$ cat src/design/ccs_pkg.sv
// Package: register map, field positions and timing constants of the lamp block
package ccs_pkg;
   localparam int unsigned CLK_HZ = 250_000_000;
   // Blink half periods in milliseconds
   localparam int unsigned STATE_HALF_MS = 500;
   localparam int unsigned FAULT1_HALF_MS = 500;
   localparam int unsigned FAULT2_HALF_MS = 250;
   localparam int unsigned FAULT4_HALF_MS = 125;
   localparam int unsigned NOTOFF_HALF_MS = 1000;
   localparam int unsigned TICK_MS = 1;
   localparam int unsigned TICK_CYCLES = CLK_HZ / 1000 * TICK_MS;
   // Button press pulse stretch, in ms ticks
   localparam int unsigned PULSE_MS = 10;

   localparam logic [4:0] ADDR_CTRL = 5'h00;
   localparam logic [4:0] ADDR_STAT = 5'h04;
   localparam logic [4:0] ADDR_IRQ_STAT = 5'h08;
   localparam logic [4:0] ADDR_IRQ_EN = 5'h0c;
   localparam logic [4:0] ADDR_IRQ_CLR = 5'h10;
   localparam logic [4:0] ADDR_ID = 5'h14;
   // Arbitrary neutral identity value
   localparam logic [31:0] ID_VALUE = 32'h0000_c0de;

   // Control fields
   localparam int unsigned C_LINK_UP = 0;
   localparam int unsigned C_WL_ONLINE = 1;
   localparam int unsigned C_FB_ONLINE = 2;
   localparam int unsigned C_FB_OFFLINE = 3;
   localparam int unsigned C_CFG_ERR = 4;
   localparam int unsigned C_PRM_ERR = 5;
   localparam int unsigned C_ASIC_ERR = 6;
   localparam int unsigned C_DIAG_EN = 7;
   localparam int unsigned CTRL_W = 8;
   localparam logic [CTRL_W-1:0] CTRL_RST = 8'h80;

   // Event bits
   localparam int unsigned E_DEFAULT = 0;
   localparam int unsigned E_REBOOT = 1;
   localparam int unsigned E_LINK = 2;
   localparam int unsigned E_POWER = 3;
   localparam int unsigned EV_W = 4;

   typedef enum logic [1:0] {
      CS_OFF = 2'b00,
      CS_CONNECTING = 2'b01,
      CS_CONNECTED = 2'b10
   } ccs_conn_e;
endpackage

$ cat src/design/ccs_status_lamps.sv
// Top: lamp drive, button handling and AXI4-Lite registers of the comm card
// Functional notes
// - The card state lamp is steadily lit while the host link is being set up.
// - Once connected, the card state lamp blinks 0.5 s lit, 0.5 s dark.
// - The card state lamp is dark while the card is disconnected from the host.
// - With wireless enabled in CTRL, the link online lamp is lit exactly while the wireless link is online.
// - Power lamps light only once host power is present.
// - The factory default button restores defaults and local monitoring mode.
// - The reboot button restarts the whole card.
// - With wireless disabled in CTRL, the same link online lamp is lit exactly while the card is fieldbus online.
// - The offline/fault lamp is steadily lit while the card is offline and no fault is given.
// - The offline/fault lamp blinks while neither offline nor online and no fault is given.
// - A configuration length error blinks the offline/fault lamp at 1 Hz.
// - A wrong parameter data error blinks it at 2 Hz.
// - A protocol chip init failure blinks it at 4 Hz.
// - With diagnosis disabled the offline/fault lamp stays dark.
`timescale 1ns/1ps
`default_nettype none
module ccs_status_lamps
   import ccs_pkg::*;
#(
   parameter int unsigned TICK_CNT = TICK_CYCLES,
   parameter int unsigned PULSE_TICKS = PULSE_MS
) (
   // Clock and reset
   input wire logic clk_sys,
   input wire logic rst_b,
   // Host card connector status
   input wire logic hostPowerOk,
   input wire logic hostLinkActive,
   input wire logic wirelessOnline,
   input wire logic txActive,
   // Buttons, high while pressed
   input wire logic factoryDefaultButton,
   input wire logic cardRebootButton,
   // Lamps, high is lit
   output logic cardStateLamp,
   output logic linkOnlineLamp,
   output logic offlineFaultLamp,
   output logic fieldbusPowerLamp,
   output logic wirelessPowerLamp,
   // Button actions and bus direction
   output logic restoreDefaults,
   output logic cardReboot,
   output logic requestToSend,
   // AXI4-Lite write address and data
   input wire logic [4:0] s_axi_awaddr,
   input wire logic s_axi_awvalid,
   output logic s_axi_awready,
   input wire logic [31:0] s_axi_wdata,
   input wire logic [3:0] s_axi_wstrb,
   input wire logic s_axi_wvalid,
   output logic s_axi_wready,
   // AXI4-Lite write response
   output logic [1:0] s_axi_bresp,
   output logic s_axi_bvalid,
   input wire logic s_axi_bready,
   // AXI4-Lite read
   input wire logic [4:0] s_axi_araddr,
   input wire logic s_axi_arvalid,
   output logic s_axi_arready,
   output logic [31:0] s_axi_rdata,
   output logic [1:0] s_axi_rresp,
   output logic s_axi_rvalid,
   input wire logic s_axi_rready,
   // Interrupt
   output logic irq
);
   if (TICK_CNT < 1 || TICK_CNT > 1_000_000) begin : gBadTick
      $error("bad TICK_CNT");
   end
   if (PULSE_TICKS < 1 || PULSE_TICKS > 255) begin : gBadPulse
      $error("bad PULSE_TICKS");
   end

   typedef struct packed {
      logic [19:0] tickCnt;
      logic tick;
      ccs_conn_e conn;
      logic [CTRL_W-1:0] ctrl;
      logic [EV_W-1:0] evStat;
      logic [EV_W-1:0] evEn;
      logic dfltPrev;
      logic rbtPrev;
      logic linkPrev;
      logic pwrPrev;
      logic [7:0] dfltCnt;
      logic [7:0] rbtCnt;
      logic cardStateLamp;
      logic linkOnlineLamp;
      logic offlineFaultLamp;
      logic fbPwrLamp;
      logic wlPwrLamp;
      logic restoreDefaults;
      logic cardReboot;
      logic rts;
      logic awHave;
      logic [4:0] awAddr;
      logic wHave;
      logic [31:0] wData;
      logic [3:0] wStrb;
      logic bValid;
      logic [1:0] bResp;
      logic rValid;
      logic [31:0] rData;
      logic [1:0] rResp;
      logic irq;
      // Registered ready flags
      logic awRdy;
      logic wRdy;
      logic arRdy;
   } ccs_top_s;

   ccs_top_s st_q, st_d;
   logic waveState, wave1, wave2, wave4, waveNotOff;

   // One shared millisecond tick feeds every blinker
   ccs_blinker #(.HALF_TICKS(STATE_HALF_MS / TICK_MS)) uStateBlink (
      .clk_sys(clk_sys),
      .rst_b(rst_b),
      .tick(st_q.tick),
      .wave(waveState)
   );
   ccs_blinker #(.HALF_TICKS(FAULT1_HALF_MS / TICK_MS)) uFault1 (
      .clk_sys(clk_sys),
      .rst_b(rst_b),
      .tick(st_q.tick),
      .wave(wave1)
   );
   ccs_blinker #(.HALF_TICKS(FAULT2_HALF_MS / TICK_MS)) uFault2 (
      .clk_sys(clk_sys),
      .rst_b(rst_b),
      .tick(st_q.tick),
      .wave(wave2)
   );
   ccs_blinker #(.HALF_TICKS(FAULT4_HALF_MS / TICK_MS)) uFault4 (
      .clk_sys(clk_sys),
      .rst_b(rst_b),
      .tick(st_q.tick),
      .wave(wave4)
   );
   ccs_blinker #(.HALF_TICKS(NOTOFF_HALF_MS / TICK_MS)) uNotOff (
      .clk_sys(clk_sys),
      .rst_b(rst_b),
      .tick(st_q.tick),
      .wave(waveNotOff)
   );

   logic [EV_W-1:0] evSet;
   logic [EV_W-1:0] clrMask;
   logic [31:0] rdWord;
   logic rdOk;
   logic wrOk;
   logic [CTRL_W-1:0] ctrlNew;

   always_comb begin
      st_d = st_q;
      evSet = '0;
      clrMask = '0;
      rdWord = 32'h0000_0000;
      rdOk = 1'b1;
      wrOk = 1'b1;
      ctrlNew = st_q.ctrl;

      // Timebase
      st_d.tick = 1'b0;
      if (st_q.tickCnt == 20'(TICK_CNT - 1)) begin
         st_d.tickCnt = 20'h00000;
         st_d.tick = 1'b1;
      end else begin
         st_d.tickCnt = st_q.tickCnt + 20'h00001;
      end

      // Host connection state; link-up comes from software in CTRL
      unique case (st_q.conn)
         CS_OFF: if (hostLinkActive) st_d.conn = CS_CONNECTING;
         CS_CONNECTING: begin
            if (!hostLinkActive) st_d.conn = CS_OFF;
            else if (st_q.ctrl[C_LINK_UP]) st_d.conn = CS_CONNECTED;
         end
         CS_CONNECTED: begin
            if (!hostLinkActive) st_d.conn = CS_OFF;
            else if (!st_q.ctrl[C_LINK_UP]) st_d.conn = CS_CONNECTING;
         end
         default: st_d.conn = CS_OFF;
      endcase

      unique case (st_q.conn)
         CS_CONNECTING: st_d.cardStateLamp = 1'b1;
         CS_CONNECTED: st_d.cardStateLamp = waveState;
         default: st_d.cardStateLamp = 1'b0;
      endcase

      // One online lamp: wireless link when enabled, else fieldbus online state
      if (st_q.ctrl[C_WL_ONLINE]) begin
         st_d.linkOnlineLamp = wirelessOnline;
      end else begin
         st_d.linkOnlineLamp = st_q.ctrl[C_FB_ONLINE];
      end
      st_d.fbPwrLamp = hostPowerOk;
      st_d.wlPwrLamp = hostPowerOk;
      st_d.rts = txActive;

      // Fastest fault pattern takes precedence
      if (!st_q.ctrl[C_DIAG_EN]) begin
         st_d.offlineFaultLamp = 1'b0;
      end else if (st_q.ctrl[C_ASIC_ERR]) begin
         st_d.offlineFaultLamp = wave4;
      end else if (st_q.ctrl[C_PRM_ERR]) begin
         st_d.offlineFaultLamp = wave2;
      end else if (st_q.ctrl[C_CFG_ERR]) begin
         st_d.offlineFaultLamp = wave1;
      end else if (st_q.ctrl[C_FB_OFFLINE]) begin
         st_d.offlineFaultLamp = 1'b1;
      end else if (st_q.ctrl[C_FB_ONLINE]) begin
         st_d.offlineFaultLamp = 1'b0;
      end else begin
         st_d.offlineFaultLamp = waveNotOff;
      end

      // Buttons: rising edge starts a pulse held PULSE_TICKS ms
      st_d.dfltPrev = factoryDefaultButton;
      st_d.rbtPrev = cardRebootButton;
      if (factoryDefaultButton && !st_q.dfltPrev) begin
         st_d.dfltCnt = 8'(PULSE_TICKS);
         evSet[E_DEFAULT] = 1'b1;
      end else if (st_q.tick && st_q.dfltCnt != 8'h00) begin
         st_d.dfltCnt = st_q.dfltCnt - 8'h01;
      end
      if (cardRebootButton && !st_q.rbtPrev) begin
         st_d.rbtCnt = 8'(PULSE_TICKS);
         evSet[E_REBOOT] = 1'b1;
      end else if (st_q.tick && st_q.rbtCnt != 8'h00) begin
         st_d.rbtCnt = st_q.rbtCnt - 8'h01;
      end
      st_d.restoreDefaults = (st_d.dfltCnt != 8'h00);
      st_d.cardReboot = (st_d.rbtCnt != 8'h00);

      st_d.linkPrev = hostLinkActive;
      st_d.pwrPrev = hostPowerOk;
      evSet[E_LINK] = hostLinkActive ^ st_q.linkPrev;
      evSet[E_POWER] = hostPowerOk ^ st_q.pwrPrev;

      // Write channel: address and data taken in either order
      if (s_axi_awvalid && !st_q.awHave) begin
         st_d.awHave = 1'b1;
         st_d.awAddr = s_axi_awaddr;
      end
      if (s_axi_wvalid && !st_q.wHave) begin
         st_d.wHave = 1'b1;
         st_d.wData = s_axi_wdata;
         st_d.wStrb = s_axi_wstrb;
      end
      if (st_q.awHave && st_q.wHave && !st_q.bValid) begin
         unique case (st_q.awAddr)
            ADDR_CTRL: begin
               if (st_q.wStrb[0]) ctrlNew = st_q.wData[CTRL_W-1:0];
            end
            ADDR_IRQ_EN: begin
               if (st_q.wStrb[0]) st_d.evEn = st_q.wData[EV_W-1:0];
            end
            ADDR_IRQ_CLR: begin
               if (st_q.wStrb[0]) clrMask = st_q.wData[EV_W-1:0];
            end
            ADDR_STAT, ADDR_IRQ_STAT, ADDR_ID: wrOk = 1'b1;
            default: wrOk = 1'b0;
         endcase
         st_d.awHave = 1'b0;
         st_d.wHave = 1'b0;
         st_d.bValid = 1'b1;
         st_d.bResp = wrOk ? 2'h0 : 2'h2;
      end else if (st_q.bValid && s_axi_bready) begin
         st_d.bValid = 1'b0;
      end

      // Factory default also returns control to its reset value
      if (st_q.restoreDefaults) ctrlNew = CTRL_RST;
      st_d.ctrl = ctrlNew;

      // Read channel
      unique case (s_axi_araddr)
         ADDR_CTRL: rdWord = {{(32-CTRL_W){1'b0}}, st_q.ctrl};
         ADDR_STAT: rdWord = {24'h000000, st_q.offlineFaultLamp, st_q.linkOnlineLamp,
                              st_q.cardStateLamp, hostPowerOk, wirelessOnline,
                              hostLinkActive, st_q.conn};
         ADDR_IRQ_STAT: rdWord = {{(32-EV_W){1'b0}}, st_q.evStat};
         ADDR_IRQ_EN: rdWord = {{(32-EV_W){1'b0}}, st_q.evEn};
         ADDR_IRQ_CLR: rdWord = 32'h0000_0000;
         ADDR_ID: rdWord = ID_VALUE;
         default: rdOk = 1'b0;
      endcase
      if (s_axi_arvalid && !st_q.rValid) begin
         st_d.rValid = 1'b1;
         st_d.rData = rdOk ? rdWord : 32'h0000_0000;
         st_d.rResp = rdOk ? 2'h0 : 2'h2;
      end else if (st_q.rValid && s_axi_rready) begin
         st_d.rValid = 1'b0;
      end

      // Set wins over clear
      st_d.evStat = (st_q.evStat & ~clrMask) | evSet;
      st_d.irq = |(st_d.evStat & st_d.evEn);

      // Ready outputs come from flops, always the inverse of awHave, wHave and rValid in the same cycle
      st_d.awRdy = ~st_d.awHave;
      st_d.wRdy = ~st_d.wHave;
      st_d.arRdy = ~st_d.rValid;
   end

   always_ff @(posedge clk_sys or negedge rst_b) begin
      if (!rst_b) begin
         st_q <= '0;
         st_q.ctrl <= CTRL_RST;
         st_q.conn <= CS_OFF;
         st_q.awRdy <= 1'b1;
         st_q.wRdy <= 1'b1;
         st_q.arRdy <= 1'b1;
      end else begin
         st_q <= st_d;
      end
   end

   assign cardStateLamp = st_q.cardStateLamp;
   assign linkOnlineLamp = st_q.linkOnlineLamp;
   assign offlineFaultLamp = st_q.offlineFaultLamp;
   assign fieldbusPowerLamp = st_q.fbPwrLamp;
   assign wirelessPowerLamp = st_q.wlPwrLamp;
   assign restoreDefaults = st_q.restoreDefaults;
   assign cardReboot = st_q.cardReboot;
   assign requestToSend = st_q.rts;
   assign s_axi_awready = st_q.awRdy;
   assign s_axi_wready = st_q.wRdy;
   assign s_axi_bvalid = st_q.bValid;
   assign s_axi_bresp = st_q.bResp;
   assign s_axi_arready = st_q.arRdy;
   assign s_axi_rvalid = st_q.rValid;
   assign s_axi_rdata = st_q.rData;
   assign s_axi_rresp = st_q.rResp;
   assign irq = st_q.irq;
endmodule
`default_nettype wire

$ cat src/design/ccs_blinker.sv
// Square wave generator stepped by a common millisecond tick
`timescale 1ns/1ps
`default_nettype none
module ccs_blinker #(
   parameter int unsigned HALF_TICKS = 500
) (
   // Clock and reset
   input wire logic clk_sys,
   input wire logic rst_b,
   // Timebase
   input wire logic tick,
   // Output
   output logic wave
);
   if (HALF_TICKS < 1 || HALF_TICKS > 65535) begin : gBadHalf
      $error("bad HALF_TICKS");
   end
   typedef struct packed {
      logic [15:0] cnt;
      logic wave;
   } ccs_blink_s;
   ccs_blink_s st_q, st_d;
   always_comb begin
      st_d = st_q;
      if (tick) begin
         if (st_q.cnt == 16'(HALF_TICKS - 1)) begin
            st_d.cnt = 16'h0000;
            st_d.wave = ~st_q.wave;
         end else begin
            st_d.cnt = st_q.cnt + 16'h0001;
         end
      end
   end
   always_ff @(posedge clk_sys or negedge rst_b) begin
      if (!rst_b) begin
         st_q <= '0;
      end else begin
         st_q <= st_d;
      end
   end
   assign wave = st_q.wave;
endmodule
`default_nettype wire

$ cat config.mk
export PLATFORM = sky130hd
export DESIGN_NAME = ccs_status_lamps
export DESIGN_NICKNAME = d
export VERILOG_FILES = /design/src/design/ccs_pkg.sv /design/src/design/ccs_status_lamps.sv /design/src/design/ccs_blinker.sv
export SDC_FILE = /design/constraint.sdc
export NUM_CORES = 1
export LEC_CHECK = 0
export ABC_AREA = 1
export ABC_CLOCK_PERIOD_IN_PS = 1700
export BUFFER_PORTS_ARGS = -buffer_cell sky130_fd_sc_hd__buf_2
export CORE_ASPECT_RATIO = 1.1
export CORE_MARGIN = 4
export CORE_UTILIZATION = 59
export CTS_BUF_LIST = sky130_fd_sc_hd__clkbuf_4 sky130_fd_sc_hd__clkbuf_8 sky130_fd_sc_hd__clkbuf_16
export CTS_CLUSTER_SIZE = 8
export DETAILED_ROUTE_END_ITERATION = 10
export PLACE_DENSITY = 0.83
export SLEW_MARGIN = 15
export SYNTH_ARGS = -nofsm -noshare
export SYNTH_HDL_FRONTEND = slang
export SYNTH_SLANG_ARGS = --single-unit
$ cat constraint.sdc
create_clock -name clk_sys -period 1.7 [get_ports clk_sys]
set_input_delay 0.17 -clock clk_sys [delete_from_list [all_inputs] [get_ports clk_sys]]
set_output_delay 0.17 -clock clk_sys [all_outputs]
set_load 0.1 [all_outputs]
Yosys cells after proc, flatten, opt, wreduce, memory -nomap -nowiden
Index checks and enable logic that the tools add are counted.
{"block": "classes", "n_reduce_logical": 38, "muxes": 52, "bitwise_logic": 14, "n_eq_ne": 21, "n_addsub": 8}
{"operator": "16-bit by 1-bit adder with 16-bit output, second input constant", "n": 5}
{"operator": "16-bit 2-to-1 mux", "n": 5}
{"operator": "16-bit one-hot mux with 5 select lines", "n": 1}
{"operator": "8-bit 2-to-1 mux", "n": 8}
{"operator": "37-bit 2-to-1 mux", "n": 1}
{"operator": "16-bit by 9-bit equality test with 1-bit output, second input constant", "n": 2}
{"operator": "32-bit 2-to-1 mux", "n": 1}
{"operator": "8-bit nonzero test", "n": 4}
{"operator": "4-bit 2-to-1 mux", "n": 6}
{"operator": "20-bit by 1-bit adder with 20-bit output, second input constant", "n": 1}
{"operator": "20-bit by 18-bit equality test with 1-bit output, second input constant", "n": 1}
{"operator": "5-bit by 4-bit equality test with 1-bit output, second input constant", "n": 4}
{"operator": "5-bit equality test, second input constant", "n": 4}
{"operator": "20-bit 2-to-1 mux", "n": 1}
{"operator": "1-bit 2-to-1 mux", "n": 19}
{"operator": "16-bit by 10-bit equality test with 1-bit output, second input constant", "n": 1}
{"operator": "16-bit by 7-bit equality test with 1-bit output, second input constant", "n": 1}
{"operator": "16-bit by 8-bit equality test with 1-bit output, second input constant", "n": 1}
{"operator": "8-bit by 1-bit subtractor with 8-bit output, second input constant", "n": 2}
{"operator": "2-bit 2-to-1 mux", "n": 7}
{"operator": "6-bit OR reduction", "n": 2}
{"operator": "1-bit logical AND", "n": 11}
{"operator": "5-bit by 3-bit equality test with 1-bit output, second input constant", "n": 2}
{"operator": "5-bit zero test", "n": 2}
{"operator": "other kinds (18)", "n": 41}
{"block": "totals", "input_bits": 59, "reg_bits": 235}

Depth between registers and ports, before layout
Gate-level depths: netlist of the first run.
{"block": "depth", "word_depth": 8, "ltp_mapped": 11, "mapped_depth_nobuf": 11}

By module
A second synthesis of the first run with hierarchy kept.
{"block": "hier_totals", "cells_unflattened": 1426, "area_unflattened_um2": 10548.9}
{"mod": "ccs_status_lamps", "area_per_inst_um2": 5114.9, "cells_each": 631, "n_inst": 1}
{"mod": "ccs_blinker (uFault1 ...)", "area_per_inst_um2": 1099.8, "cells_each": 158, "n_inst": 2}
{"mod": "ccs_blinker (uFault4)", "area_per_inst_um2": 1101.1, "cells_each": 166, "n_inst": 1}
{"mod": "ccs_blinker (uFault2)", "area_per_inst_um2": 1078.5, "cells_each": 157, "n_inst": 1}
{"mod": "ccs_blinker (uNotOff)", "area_per_inst_um2": 1054.8, "cells_each": 156, "n_inst": 1}

Worst setup path before layout of the first run
Ideal clock, no wire load.
{"block": "synth_path", "path_type": "register to register", "from": "register st_q, in the netlist s_axi_bvalid", "to": "register st_q[121] (netlist bit)", "arrival_ns": 1.633, "slack_ns": -0.062, "required_time_ns": 1.572, "synth_period_minus_slack_ns": 1.762, "setup_ns": 0.128, "path_stages_with_launch": 8, "path_cell_list": "dfrtp_1 > inv_1 > nand3_2 > nor2_4 > nand4_1 > nor2_1 > inv_1 > o22ai_1"}
{"block": "synth_between", "elab_chain_len": 4}
{"item": "start, declared", "line_no": "ccs_status_lamps.sv:114", "text": "ccs_top_s st_q, st_d;"}
{"item": "start signal, assigned", "line_no": "ccs_status_lamps.sv:319", "text": "st_q <= st_d;"}
{"item": "1-bit zero test", "line_no": "ccs_status_lamps.sv:254", "text": "if (st_q.awHave && st_q.wHave && !st_q.bValid) begin"}
{"item": "1-bit logical AND", "line_no": "ccs_status_lamps.sv:254"}
{"item": "2-bit nonzero test (no line)"}
{"item": "3-bit AND reduction (no line)"}
Every way passes these cells.
A chain may end at the register's enable or synchronous reset.

==> impl_summary.txt, run 1 <==
----------------------------------------------------
[Route]
  Number of optimization iterations in the first detailed-route pass ... 5
  Via total after detailed routing ... 8045
  Antenna violation net count after detailed routing ... 0
  Vias per Instance ... 5.32
  DR iter-0 viols ... 517
  DRC violations left ... 0
  Routed WL per cell ... 13.8 µm
  WL final ... 20800 µm

[Synthesis]
  Proportion of netlist area held by the largest area contributor ... 0.461
  Cells taking the most area after synthesis ... dfrtp_1 (46%), nand2_1 (9.5%), inv_1 (7.5%)
  Share of synthesized flip-flops with an asynchronous set or reset ... 1.00
  Number of distinct standard cells referenced by the synthesized netlist ... 48
  Sequential area share after synthesis ... 0.472
  Largest area contributor in the netlist ... dfrtp_1
  Cells after synthesis ... 1201
  Number of storage elements in the synthesis netlist ... 183
  Dominant cell by count in the synthesized netlist ... nand2_1
  Commonest cells post-synth ... nand2_1 (247), inv_1 (193), dfrtp_1 (179)
  Post-Synthesis Cell Area ... 9710 µm²
  Count of flip-flops with a built-in enable after synthesis ... 0
  Leading register cell type out of synthesis ... dfrtp_1
  Post-synthesis area per instance ... 8.09 µm²
  Total of warnings raised by yosys ... 0

[Power and ir drop]
  Lkg Pwr ... 5.69 nW
  Portion of total power attributed to sequential cells ... 0.444
  Gate power share ... 0.193
  Net load switching power ... 3.64 mW
  Cell-internal power ... 7.49 mW
  Cell area power density ... 997 nW/µm²
  Peak supply drop ... 0.761 mV
  Clock share of power ... 0.363
  Switching portion of total power ... 0.327

[Final layout]
  Number of nets in the layout ... 1374
  Layout overhead on the synthesized area ... 15.0%
  Final design area excluding fillers ... 11200 µm²
  Number of fill cells in the layout ... 1190
  Share of post-route cells with drive strength above 1 ... 0.144
  Non-Filler Instances ... 1512
  Antenna cells ... 0

[Global route]
  Number of global-route vias before repair ... 7754
  Global-route total usage across every layer ... 0.227
  GRT Residual Overflow ... 0
  Initial antenna violation count ... 0
  Global-route wire length before repair ... 34500 µm
  Maximum number of pins on one net before global-route repair ... 42

[Setup path]
  Data arrival, critical path ... 2.03 ns
  Startpoint class of the critical path ... flip-flop
  Required @ worst endpoint ... 2.02 ns
  Critical-path maximum fanout ... 7
  Endpoint type of the worst setup path ... flip-flop
  Worst Setup Path Type ... reg2reg

[Timing]
  Highest clock frequency the design can meet ... 585 MHz
  Sum of negative setup slack ... -0.00798 ns
  Largest clock skew in the final design ... 0.00984 ns
  Endpoints failing hold ... 1
  Final setup slack of the worst path ... -0.00798 ns
  Post-layout min period ... 1.71 ns
  Number of pins exceeding their max-slew limit in the final report ... 0
  Fin Hold WS ... -0.00475 ns
  Worst-margin pin slew ... 0.529 ns
  Setup repair after global routing missed its margin ... true
  Relative slew margins ... 0.646
  Final Setup Violations ... 1
  Crit share post-route ... 1.00

[Placed design]
  Post-Place Cell Area ... 10200 µm²
  RePlAce Congestion ... 0.889
  Number of placed cells counting well taps ... 1452
  Post-DP HPWL ... 14100 µm
  Pre-CTS setup slack ... 0.00823 ns
  Number of input and output port buffers inserted ... 57

[Die]
  Row cnt ... 48
  Top-Level Pins ... 109
  Initial Utilization ... 0.610
  Core area ... 15900 µm²
  Vertical die dimension ... 143 µm
  Die Area ... 18600 µm²
  Overall die width ... 130 µm

[CTS]
  Sink count of the clock tree ... 183
  Source-to-sink clock delay at the later pin of the worst-skew pair ... 0.44 ns
  Clock buffer count from CTS ... 17
  Clock-pin slew on the worst setup and hold paths ... 0.07 ns
  Maximum number of buffers from clock root to sink ... 2
  CTS tree ... built
  Htree depth ... 4
  Root Buffer ... clkbuf_16

[Worst hold path]
  Hold crit path type ... in2reg

[Outcome]
  Failing checks ... negative hold slack, negative setup slack
  Result of the run ... complete, but fails checks

[Job]
  Maximum Capacitance Violations ... 0

----------------------------------------------------
[power groups by stage]
stage,clock network (mW),registers [mW],logic (mW)
2_1_floorplan,0,5.46,1.17
3_3_place_gp,0,4.98,1.99
3_5_place_dp,0,5.00,2.04
4_1_cts,4.08,4.93,2.10
5_1_grt,4.27,4.97,2.31
6_report,4.04,4.94,2.14
[critical path, stage by stage (launching register included)]
cell and delay [ns]:
dfrtp_1 0.44, nor2_2 0.19, nand2_2 0.12, o21ai_4 0.27
nand2_1 0.13, nand3_2 0.10, nand3_1 0.09, nor2_1 0.16
nand2_1 0.08
[through the flow]
step / power (mW) / util / hold WS (ns)
3_3_place_gp: 6.96 / 0.640 / 0.120
5_1_grt: 11.5 / 0.702 / 0.0117
3_5_place_dp: 7.04 / 0.640 / 0.125
6_report: 11.1 / 0.702 / -0.00475
2_1_floorplan: 6.64 / - / -0.126
4_1_cts: 11.1 / 0.691 / 0.0000994
[metal layers]
layer	GRT usage	up-vias	part of all wire	wire length [µm]
li1	-	3965	-	-
met1	0.286	3859	0.43	8960
met2	0.391	180	0.52	10700
met3	0.0390	41	0.034	712
met4	0.0839	0	0.021	430
met5	0	-	0	0
[final timing paths]
kind | from | cells past startpoint | end | slack, ns
setup / recovery | st_q[103] | 8 | restoreDefaults | -0.008
hold / removal | s_axi_wdata[2] | 3 | st_q[48] | -0.005
setup reg to reg | st_q[103] | 8 | restoreDefaults | -0.008
hold reg to reg | uFault4.wave | 1 | uFault4.wave | 0.47
max in group asynchronous | rst_b | 3 | uFault2.st_q[11] | 0.88
min in group asynchronous | rst_b | 2 | st_q[140] | 0.21
[cells in the final DEF, fill, tap and decap left out, types with 4 or more instances in the layout]
master	synthesis	layout
nand2_1	247	244
inv_1	193	189
dfrtp_1	179	177
nor2_1	136	129
nand3_1	87	81
buf_2	7	56
xor2_1	48	48
o21ai_0	45	45
a21oi_1	35	35
nand4_1	33	33
nor3_1	33	31
buf_4	37	26
conb_1	1	24
dlygate4sd3_1	0	20
clkbuf_16	0	17
ha_1	16	14
nor2_2	5	11
xnor2_1	10	10
nand3_2	4	9
nor3_2	7	9
nor4_1	8	8
o22ai_1	7	7
inv_2	2	6
nand3b_1	5	5
mux2_2	5	5
nand2_2	2	4
and3_1	4	4
a31oi_1	4	4
dfstp_2	4	4
[state kept, by name (all words and copies together), names as in the netlist, 9 cells and up]
name	cells
uFault4.st_q	16
st_q	74
uFault1.st_q	16
uFault2.st_q	16
uStateBlink.st_q	16
uNotOff.st_q	16
s_axi_rdata	9
[cells by family after synthesis]
kind of cell	synth area share
AOI/OAI and AO/OA	0.0629
xor gates and xnor gates	0.0523
adders and majority gates	0.0206
buffers and inverters	0.112
DFF	0.472
muxes	0.00580
other	0.000386
and+or+nand+nor	0.274
[repair_timing]
item	in CTS	in global routing
resized for setup	1	29
pin swaps	0	14
hold endpoints to repair	93	0
endpoints found under the setup margin	1	30
hold buffers	20	0
setup buffers	0	8
[layout make-up]
type,instances,area [µm²],share of cell area
clock buffer,20,460,0.0412
clock inverter,12,140,0.0125
inverter,196,738,0.0661
multi-input combinational,795,4240,0.380
sequential,183,4590,0.411
tap,200,250,0.0224
timing repair buffer,106,749,0.0671
Note: power is estimated with default switching activity, not from simulation.
==> run 2, diff against run 1 <==
--- a/config.mk
+++ b/config.mk
@@ -5,15 +5,15 @@
 export SDC_FILE = /design/constraint.sdc
 export NUM_CORES = 1
 export LEC_CHECK = 0
-export ABC_AREA = 1
 export ABC_CLOCK_PERIOD_IN_PS = 1700
 export BUFFER_PORTS_ARGS = -buffer_cell sky130_fd_sc_hd__buf_2
 export CORE_ASPECT_RATIO = 1.1
 export CORE_MARGIN = 4
-export CORE_UTILIZATION = 59
+export CORE_UTILIZATION = 58
 export CTS_BUF_LIST = sky130_fd_sc_hd__clkbuf_4 sky130_fd_sc_hd__clkbuf_8 sky130_fd_sc_hd__clkbuf_16
 export CTS_CLUSTER_SIZE = 8
 export DETAILED_ROUTE_END_ITERATION = 10
+export HOLD_SLACK_MARGIN = 0.06
 export PLACE_DENSITY = 0.83
 export SLEW_MARGIN = 15
 export SYNTH_ARGS = -nofsm -noshare
==> run 2 against run 1 <==
The flow finishes with violations (negative setup slack). Global-route usage grew 1.4 points. Flip-flop and latch count stayed put. Clock power down 5.2%. Via count fell by 13%. Utilization increased by 6.8 points. Maximum frequency fell by 21%. Register-to-register slack lost 0.45 ns. Sequential share of layout area is 0.22 points lower. Cell area is 0.73% higher. Sequential power is essentially flat. Clock-buffer cell count shrank 3. Critical endpoint is now irq. Largest power group unchanged. Highest routed layer unchanged.
==> impl_summary.txt, run 2 <==
----------------------------------------------------
[Outcome]
  Result of the run ... complete, but fails checks (unchanged)
  Failing checks ... negative setup slack (was negative hold slack, negative setup slack)

[CTS]
  Source-to-sink clock delay at the later pin of the worst-skew pair ... 0.43 ns (was 0.44 ns)
  Clock-pin slew on the worst setup and hold paths ... 0.08 ns (was 0.07 ns)
  Sink count of the clock tree ... 183 (unchanged)
  Root Buffer ... clkbuf_16 (unchanged)
  Maximum number of buffers from clock root to sink ... 2 (unchanged)
  Htree depth ... 4 (unchanged)
  Clock buffer count from CTS ... 17 (unchanged)
  CTS tree ... built (unchanged)

[Route]
  Vias per Instance ... 5.68 (was 5.32)
  Number of optimization iterations in the first detailed-route pass ... 5 (unchanged)
  Antenna violation net count after detailed routing ... 0 (unchanged)
  WL final ... 21800 µm (was 20800 µm)
  DR iter-0 viols ... 520 (was 517)
  Routed WL per cell ... 17.8 µm (was 13.8 µm)
  Via total after detailed routing ... 6960 (was 8045)
  DRC violations left ... 0 (unchanged)

[Final layout]
  Final standard cell utilization of the core ... 0.769 (was 0.702)
  Antenna cells ... 0 (unchanged)
  Layout overhead on the synthesized area ... 28.0% (was 15.0%)
  Max FFs per register ... 74 (unchanged)
  Area occupied by registers ... 4600 µm² (was 4590 µm²)
  Highest-count cells in the layout ignoring fill and taps ... dfrtp_1 (172), buf_4 (104), nor2_1 (79) (was nand2_1 (244), inv_1 (189), dfrtp_1 (177))
  Share of post-route cells with drive strength above 1 ... 0.306 (was 0.144)
  Number of fill cells in the layout ... 838 (was 1190)
  Area of combinational cells with multiple inputs ... 4250 µm² (was 4240 µm²)
  Non-Filler Instances ... 1226 (was 1512)
  Final design area excluding fillers ... 11200 µm² (about the same)
  Number of nets in the layout ... 1096 (was 1374)
  Largest register by flop count ... st_q (unchanged)
  Most common library cell in the layout ignoring fill and taps ... dfrtp_1 (was nand2_1)

[Synthesis]
  Post-synthesis area per instance ... 10.5 µm² (was 8.09 µm²)
  Sequential area share after synthesis ... 0.522 (was 0.472)
  Proportion of netlist area held by the largest area contributor ... 0.510 (was 0.461)
  Leading register cell type out of synthesis ... dfrtp_1 (unchanged)
  Multiplexer area fraction after synthesis ... 0.0484 (was 0.00580)
  Number of distinct standard cells referenced by the synthesized netlist ... 61 (was 48)
  Total of warnings raised by yosys ... 0 (unchanged)
  Post-Synthesis Cell Area ... 8790 µm² (was 9710 µm²)
  Share of synthesized flip-flops with an asynchronous set or reset ... 1.00 (unchanged)
  Number of storage elements in the synthesis netlist ... 183 (unchanged)
  Compound-cell area share of the yosys netlist ... 0.0684 (was 0.0629)
  Cells after synthesis ... 835 (was 1201)
  Largest family of logic cells by synthesized area ... simple AND/OR/NAND/NOR gates (unchanged)
  Area share of xor/xnor cells in the synthesized design ... 0.0877 (was 0.0523)
  Synth Area in Adders ... 0.0228 (was 0.0206)
  Cells taking the most area after synthesis ... dfrtp_1 (51%), xnor2_1 (5.0%), nor2_1 (4.0%) (was dfrtp_1 (46%), nand2_1 (9.5%), inv_1 (7.5%))
  Count of flip-flops with a built-in enable after synthesis ... 0 (unchanged)
  Commonest cells post-synth ... dfrtp_1 (179), nor2_1 (93), nand2_1 (76) (was nand2_1 (247), inv_1 (193), dfrtp_1 (179))
  Basic-gate share of the synthesized area counting and, or, nand and nor cells ... 0.200 (was 0.274)
  Largest area contributor in the netlist ... dfrtp_1 (unchanged)
  Dominant cell by count in the synthesized netlist ... dfrtp_1 (was nand2_1)

[Timing]
  Largest clock skew in the final design ... 0.0147 ns (was 0.00984 ns)
  Highest clock frequency the design can meet ... 462 MHz (was 585 MHz)
  Post-layout min period ... 2.16 ns (was 1.71 ns)
  Final Setup Violations ... 31 (was 1)
  Fin Hold WS ... 0.0875 ns (was -0.00475 ns)
  Final setup slack of the worst path ... -0.462 ns (was -0.00798 ns)
  Endpoints failing hold ... 0 (was 1)
  Sum of negative setup slack ... -2.78 ns (was -0.00798 ns)
  Worst-margin pin slew ... 0.582 ns (was 0.529 ns)
  Crit share post-route ... 1.27 (was 1.00)
  Setup repair after global routing missed its margin ... true (unchanged)
  Relative slew margins ... 0.612 (was 0.646)
  Number of pins exceeding their max-slew limit in the final report ... 0 (unchanged)

[Power and ir drop]
  Lkg Pwr ... 5.20 nW (was 5.69 nW)
  Peak supply drop ... 0.669 mV (was 0.761 mV)
  Total power ... 11.1 mW (about the same)
  Cell area power density ... 987 nW/µm² (was 997 nW/µm²)

[Placed design]
  RePlAce Congestion ... 0.816 (was 0.889)
  Post-Place Cell Area ... 9870 µm² (was 10200 µm²)
  Number of input and output port buffers inserted ... 57 (unchanged)
  Post-DP HPWL ... 12300 µm (was 14100 µm)
  Number of placed cells counting well taps ... 1148 (was 1452)
  Pre-CTS setup slack ... -0.468 ns (was 0.00823 ns)

[Setup path]
  Required @ worst endpoint ... 2.01 ns (was 2.02 ns)
  Buf+Inv Stages, Crit Path ... 0 (unchanged)
  Crit path max-delay cell type ... or4b_4 (was dfrtp_1)
  Critical-path maximum fanout ... 3 (was 7)
  Maximum single-stage delay on the critical path ... 0.57 ns (was 0.44 ns)
  Worst reg-to-reg path cell count ... 5 (was 8)
  Data arrival, critical path ... 2.47 ns (was 2.03 ns)
  Worst setup startpoint ... st_q[83] (was st_q[103])
  Startpoint class of the critical path ... flip-flop (unchanged)
  Worst Setup Path Type ... reg2reg (unchanged)
  Crit Reg-Reg Startpoint ... st_q[83] (was st_q[103])
  Top delay family on crit path ... simple AND/OR/NAND/NOR gates (unchanged)
  Crit Reg-Reg Endpoint ... irq (was restoreDefaults)
  CP Cell Sequence ... or4b_4, nor3_4, mux2_4, a22o_2, a221o_2 (was nor2_2, nand2_2, o21ai_4, nand2_1, nand3_2, nand3_1, nor2_1, nand2_1)
  Endpoint type of the worst setup path ... flip-flop (unchanged)
  Register-to-Register Setup Slack ... -0.46 ns (was -0.008 ns)

[Worst hold path]
  Hold crit path type ... in2reg (unchanged)
  Hold EP ... s_axi_rresp[1] (was st_q[48])
  Hold Crit Start ... s_axi_araddr[3] (was s_axi_wdata[2])
  Cell depth of the worst hold path ... 3 (unchanged)

[Global route]
  GRT Residual Overflow ... 0 (unchanged)
  Global-route wire length before repair ... 33200 µm (was 34500 µm)
  Number of global-route vias before repair ... 6997 (was 7754)
  Initial antenna violation count ... 0 (unchanged)
  Maximum number of pins on one net before global-route repair ... 61 (was 42)
  Global-route total usage across every layer ... 0.240 (was 0.227)

[Die]
  Overall die width ... 125 µm (was 130 µm)
  Initial Utilization ... 0.601 (was 0.610)
  Row cnt ... 46 (was 48)
  Die Area ... 17200 µm² (was 18600 µm²)
  Core area ... 14600 µm² (was 15900 µm²)
  Vertical die dimension ... 137 µm (was 143 µm)
  Top-Level Pins ... 109 (unchanged)

[Job]
  Maximum Capacitance Violations ... 0 (unchanged)

----------------------------------------------------
==> run 2: changes by cell type in the layout (fill, tap and decap cells not counted), sizes merged, moves of 40 or more <==
cell   previous run  this run
nor2            143        93
nand2           249        77
xnor2            10        50
buf              85       170
nand3            91        26
inv             200        30
==> run 2: power by group <==
group	switching (mW)	internal, mW	total, mW
Combinational	1.57	0.723	2.29
Clock	1.78	2.05	3.83
Sequential	0.269	4.70	4.97
==> run 2: how the worst max path moves through the flow <==
stage               slack [ns]   to  depth (start not counted)
finish                   -0.46  irq                          5
global route             -0.53  irq                          5
CTS                      -0.46  irq                          5
detailed placement       -0.47  irq                          5
global placement         -0.44  irq                          5
floorplan                -0.46  irq                          5
==> run 2: repair_timing <==
action / 4_1_cts / 5_1_grt
cloned: 0 / 1
endpoints found under the setup margin: 33 / 73
pin swaps: 5 / 37
hold buffers: 26 / 0
hold endpoints to repair: 82 / 0
buffers inserted: 8 / 14
resized for setup: 21 / 77
==> run 2: logic make-up (layout without fill, tap and decap cells) <==
group                      after synthesis  after routing
DFF                                    183            183
adders and majority gates               16             16
AOI/OAI and AO/OA                       90             90
muxes                                   40             40
and+or+nand+nor                        338            338
other                                    1             24
xor gates and xnor gates                88             88
buffers and inverters                   79            255
==> run 2: final cells by class <==
type                    instances  area share
clock buffers                  17      0.0378
flip-flops and latches        183       0.409
well taps                     192      0.0214
inverters                      25     0.00834
multi-input cells             596       0.378
repair buffers                198       0.133
clock inverters                15      0.0129
==> run 2: per-layer routing <==
layer  GRT usage  wire length, µm  up-vias
met2       0.427            11500      278
met4       0.119              701        0
met3      0.0500             1020       63
met5           0                0        -
met1       0.279             8580     3420
li1            -                -     3199
==> run 2: worst reg2reg max path, delay by kind of cell (launching register included) <==
family	cells	cell delay, ns
flip-flops	1	0.39
multiplexers	1	0.34
AO/OA/AOI/OAI	2	0.54
AND/OR/NAND/NOR	2	0.78
==> run 3, diff against run 2 <==
--- a/config.mk
+++ b/config.mk
@@ -5,16 +5,18 @@
 export SDC_FILE = /design/constraint.sdc
 export NUM_CORES = 1
 export LEC_CHECK = 0
+export ABC_AREA = 1
 export ABC_CLOCK_PERIOD_IN_PS = 1700
 export BUFFER_PORTS_ARGS = -buffer_cell sky130_fd_sc_hd__buf_2
 export CORE_ASPECT_RATIO = 1.1
 export CORE_MARGIN = 4
-export CORE_UTILIZATION = 58
+export CORE_UTILIZATION = 59
 export CTS_BUF_LIST = sky130_fd_sc_hd__clkbuf_4 sky130_fd_sc_hd__clkbuf_8 sky130_fd_sc_hd__clkbuf_16
 export CTS_CLUSTER_SIZE = 8
 export DETAILED_ROUTE_END_ITERATION = 10
 export HOLD_SLACK_MARGIN = 0.06
 export PLACE_DENSITY = 0.83
+export SKIP_CTS_REPAIR_TIMING = 1
 export SLEW_MARGIN = 15
 export SYNTH_ARGS = -nofsm -noshare
 export SYNTH_HDL_FRONTEND = slang
==> run 3 against run 2 <==
Utilization down 6.7 points. The run now ends clean. Highest routed layer unchanged. Critical path depth up 5. Non-clock buffer count down 86. Via count up 16%. Maximum frequency up 29%. Clock-buffer cell count up 3.
==> impl_summary.txt, run 3 (synthesis gave the netlist of run 1 again) <==
----------------------------------------------------
[Outcome]
  Result of the run ... complete, no violations (was complete, but fails checks)

[Timing]
  Sum of negative setup slack ... 0 ns (was -2.78 ns)
  Largest clock skew in the final design ... 0.00900 ns (was 0.0147 ns)
  Endpoints failing hold ... 0 (unchanged)
  Relative slew margins ... 0.626 (was 0.612)
  Worst-margin pin slew ... 0.560 ns (was 0.582 ns)
  Highest clock frequency the design can meet ... 595 MHz (was 462 MHz)
  Final Setup Violations ... 0 (was 31)
  Setup repair after global routing missed its margin ... true (unchanged)
  Number of pins exceeding their max-slew limit in the final report ... 0 (unchanged)
  Post-layout min period ... 1.68 ns (was 2.16 ns)
  Crit share post-route ... 0.989 (was 1.27)

[Setup path]
  Startpoint class of the critical path ... flip-flop (unchanged)
  Data arrival, critical path ... 2.00 ns (was 2.47 ns)
  Worst reg-to-reg path cell count ... 10 (was 5)
  Crit Reg-Reg Endpoint ... restoreDefaults (was irq)
  Critical-path maximum fanout ... 5 (was 3)
  Register-to-Register Setup Slack ... 0.02 ns (was -0.46 ns)
  Crit Reg-Reg Startpoint ... st_q[102] (was st_q[83])
  Required @ worst endpoint ... 2.02 ns (was 2.01 ns)
  Worst Setup Path Type ... reg2reg (unchanged)
  Endpoint type of the worst setup path ... flip-flop (unchanged)

[Job]
  Maximum Capacitance Violations ... 0 (unchanged)

[Final layout]
  Number of nets in the layout ... 1380 (was 1096)
  Non-Filler Instances ... 1518 (was 1226)
  Antenna cells ... 0 (unchanged)
  Largest register by flop count ... st_q (unchanged)
  Max FFs per register ... 74 (unchanged)
  Most common library cell in the layout ignoring fill and taps ... nand2_1 (was dfrtp_1)
  Highest-count cells in the layout ignoring fill and taps ... nand2_1 (245), inv_1 (190), dfrtp_1 (176) (was dfrtp_1 (172), buf_4 (104), nor2_1 (79))
  Layout overhead on the synthesized area ... 15.1% (was 28.0%)
  Share of post-route cells with drive strength above 1 ... 0.137 (was 0.306)

[Worst hold path]
  Hold EP ... s_axi_rresp[1] (unchanged)
  Hold crit path type ... in2reg (unchanged)
  Hold Crit Start ... s_axi_araddr[0] (was s_axi_araddr[3])
  Cell depth of the worst hold path ... 3 (unchanged)

[Global route]
  Global-route total usage across every layer ... 0.221 (was 0.240)
  GRT Residual Overflow ... 0 (unchanged)
  Initial antenna violation count ... 0 (unchanged)
  Maximum number of pins on one net before global-route repair ... 42 (was 61)
  Global-route wire length before repair ... 33700 µm (was 33200 µm)
  Number of global-route vias before repair ... 7561 (was 6997)

[CTS]
  Htree depth ... 4 (unchanged)
  Sink count of the clock tree ... 183 (unchanged)
  Source-to-sink clock delay at the later pin of the worst-skew pair ... 0.43 ns (about the same)
  Clock-pin slew on the worst setup and hold paths ... 0.07 ns (was 0.08 ns)
  CTS tree ... built (unchanged)
  Maximum number of buffers from clock root to sink ... 2 (unchanged)
  Clock buffer count from CTS ... 17 (unchanged)
  Root Buffer ... clkbuf_16 (unchanged)

[Power and ir drop]
  Cell area power density ... 999 nW/µm² (was 987 nW/µm²)
  Lkg Pwr ... 5.71 nW (was 5.20 nW)
  Net load switching power ... 3.68 mW (was 3.62 mW)
  Switching portion of total power ... 0.330 (was 0.326)
  Portion of total power attributed to sequential cells ... 0.444 (was 0.448)
  Peak supply drop ... 0.752 mV (was 0.669 mV)
  Cell-internal power ... 7.49 mW (was 7.48 mW)
  Gate power share ... 0.195 (was 0.207)
  Clock share of power ... 0.361 (was 0.345)

[Route]
  DRC violations left ... 0 (unchanged)
  WL final ... 21000 µm (was 21800 µm)
  Via total after detailed routing ... 8081 (was 6960)
  Antenna violation net count after detailed routing ... 0 (unchanged)
  Number of optimization iterations in the first detailed-route pass ... 5 (unchanged)
  Routed WL per cell ... 13.8 µm (was 17.8 µm)
  DR iter-0 viols ... 594 (was 520)
  Vias per Instance ... 5.32 (was 5.68)

[Placed design]
  Number of input and output port buffers inserted ... 57 (unchanged)
  Number of placed cells counting well taps ... 1452 (was 1148)
  Post-DP HPWL ... 14100 µm (was 12300 µm)
  RePlAce Congestion ... 0.889 (was 0.816)

[Die]
  Initial Utilization ... 0.610 (was 0.601)
  Overall die width ... 130 µm (was 125 µm)
  Die Area ... 18600 µm² (was 17200 µm²)
  Row cnt ... 48 (was 46)
  Vertical die dimension ... 143 µm (was 137 µm)
  Core area ... 15900 µm² (was 14600 µm²)
  Top-Level Pins ... 109 (unchanged)

----------------------------------------------------
run 3: cell count changes in the layout (fill, tap and decap cells not counted), moves of 20 or more:
cell	delta
xnor2_1	-38
inv_1	+171
a21oi_1	+23
nor2_1	+51
nand3_1	+59
buf_4	-79
nand2_1	+170
nor3_1	+20
run 3: per-layer routing:
layer | vias up | GRT usage | share of wire
met2 | 212 | 0.378 | 0.51
met1 | 3834 | 0.283 | 0.42
met5 | - | 0 | 0
met3 | 53 | 0.0383 | 0.042
li1 | 3982 | - | -
met4 | 0 | 0.0807 | 0.026
run 3: worst max path at each step:
stage	startpoint	depth (start not counted)	slack, ns	endpoint
3_3_place_gp	st_q[102]	10	0.07	restoreDefaults
5_1_grt	st_q[102]	10	-0.11	restoreDefaults
6_report	st_q[102]	10	0.02	restoreDefaults
3_5_place_dp	st_q[102]	10	0.008	restoreDefaults
4_1_cts	st_q[102]	10	-0.09	restoreDefaults
2_1_floorplan	s_axi_rvalid	4	0.03	s_axi_rvalid
run 3: layout make-up:
class,count,area (µm²)
clock buffer,20,460
clock inverter,12,140
fill,1189,4730
inverter,196,738
multi-input combinational,795,4190
sequential,183,4590
tap,200,250
timing repair buffer,112,812
run 3: stage by stage:
stage | utilization | hold WS (ns) | instance area (µm²) | power (mW) | setup WS, ns
floorplan | - | -0.126 | 9800 | 6.64 | 0.0299
global placement | 0.640 | 0.120 | 10200 | 6.96 | 0.0653
detailed placement | 0.640 | 0.125 | 10200 | 7.04 | 0.00823
CTS | 0.678 | -0.344 | 10800 | 11.1 | -0.0918
global route | 0.703 | 0.159 | 11200 | 11.6 | -0.105
finish | 0.703 | 0.0925 | 11200 | 11.2 | 0.0181
run 3: power by group through the flow:
stage	clock network [mW]	registers (mW)	logic, mW
final	4.03	4.96	2.18
after global routing	4.26	4.98	2.33
after CTS	4.08	4.93	2.07
after detailed placement	0	5.00	2.04
after global placement	0	4.98	1.99
after floorplan	0	5.46	1.17
run 3: critical path, stage by stage, from the launching register on:
cell     delay, ns
dfrtp_1       0.38
inv_1         0.07
ha_1          0.19
nand2_2       0.12
nor2_1        0.07
nor2_2        0.23
nand3_1       0.12
nand3_1       0.11
nand2_1       0.08
nor2_1        0.11
nand2_1       0.07
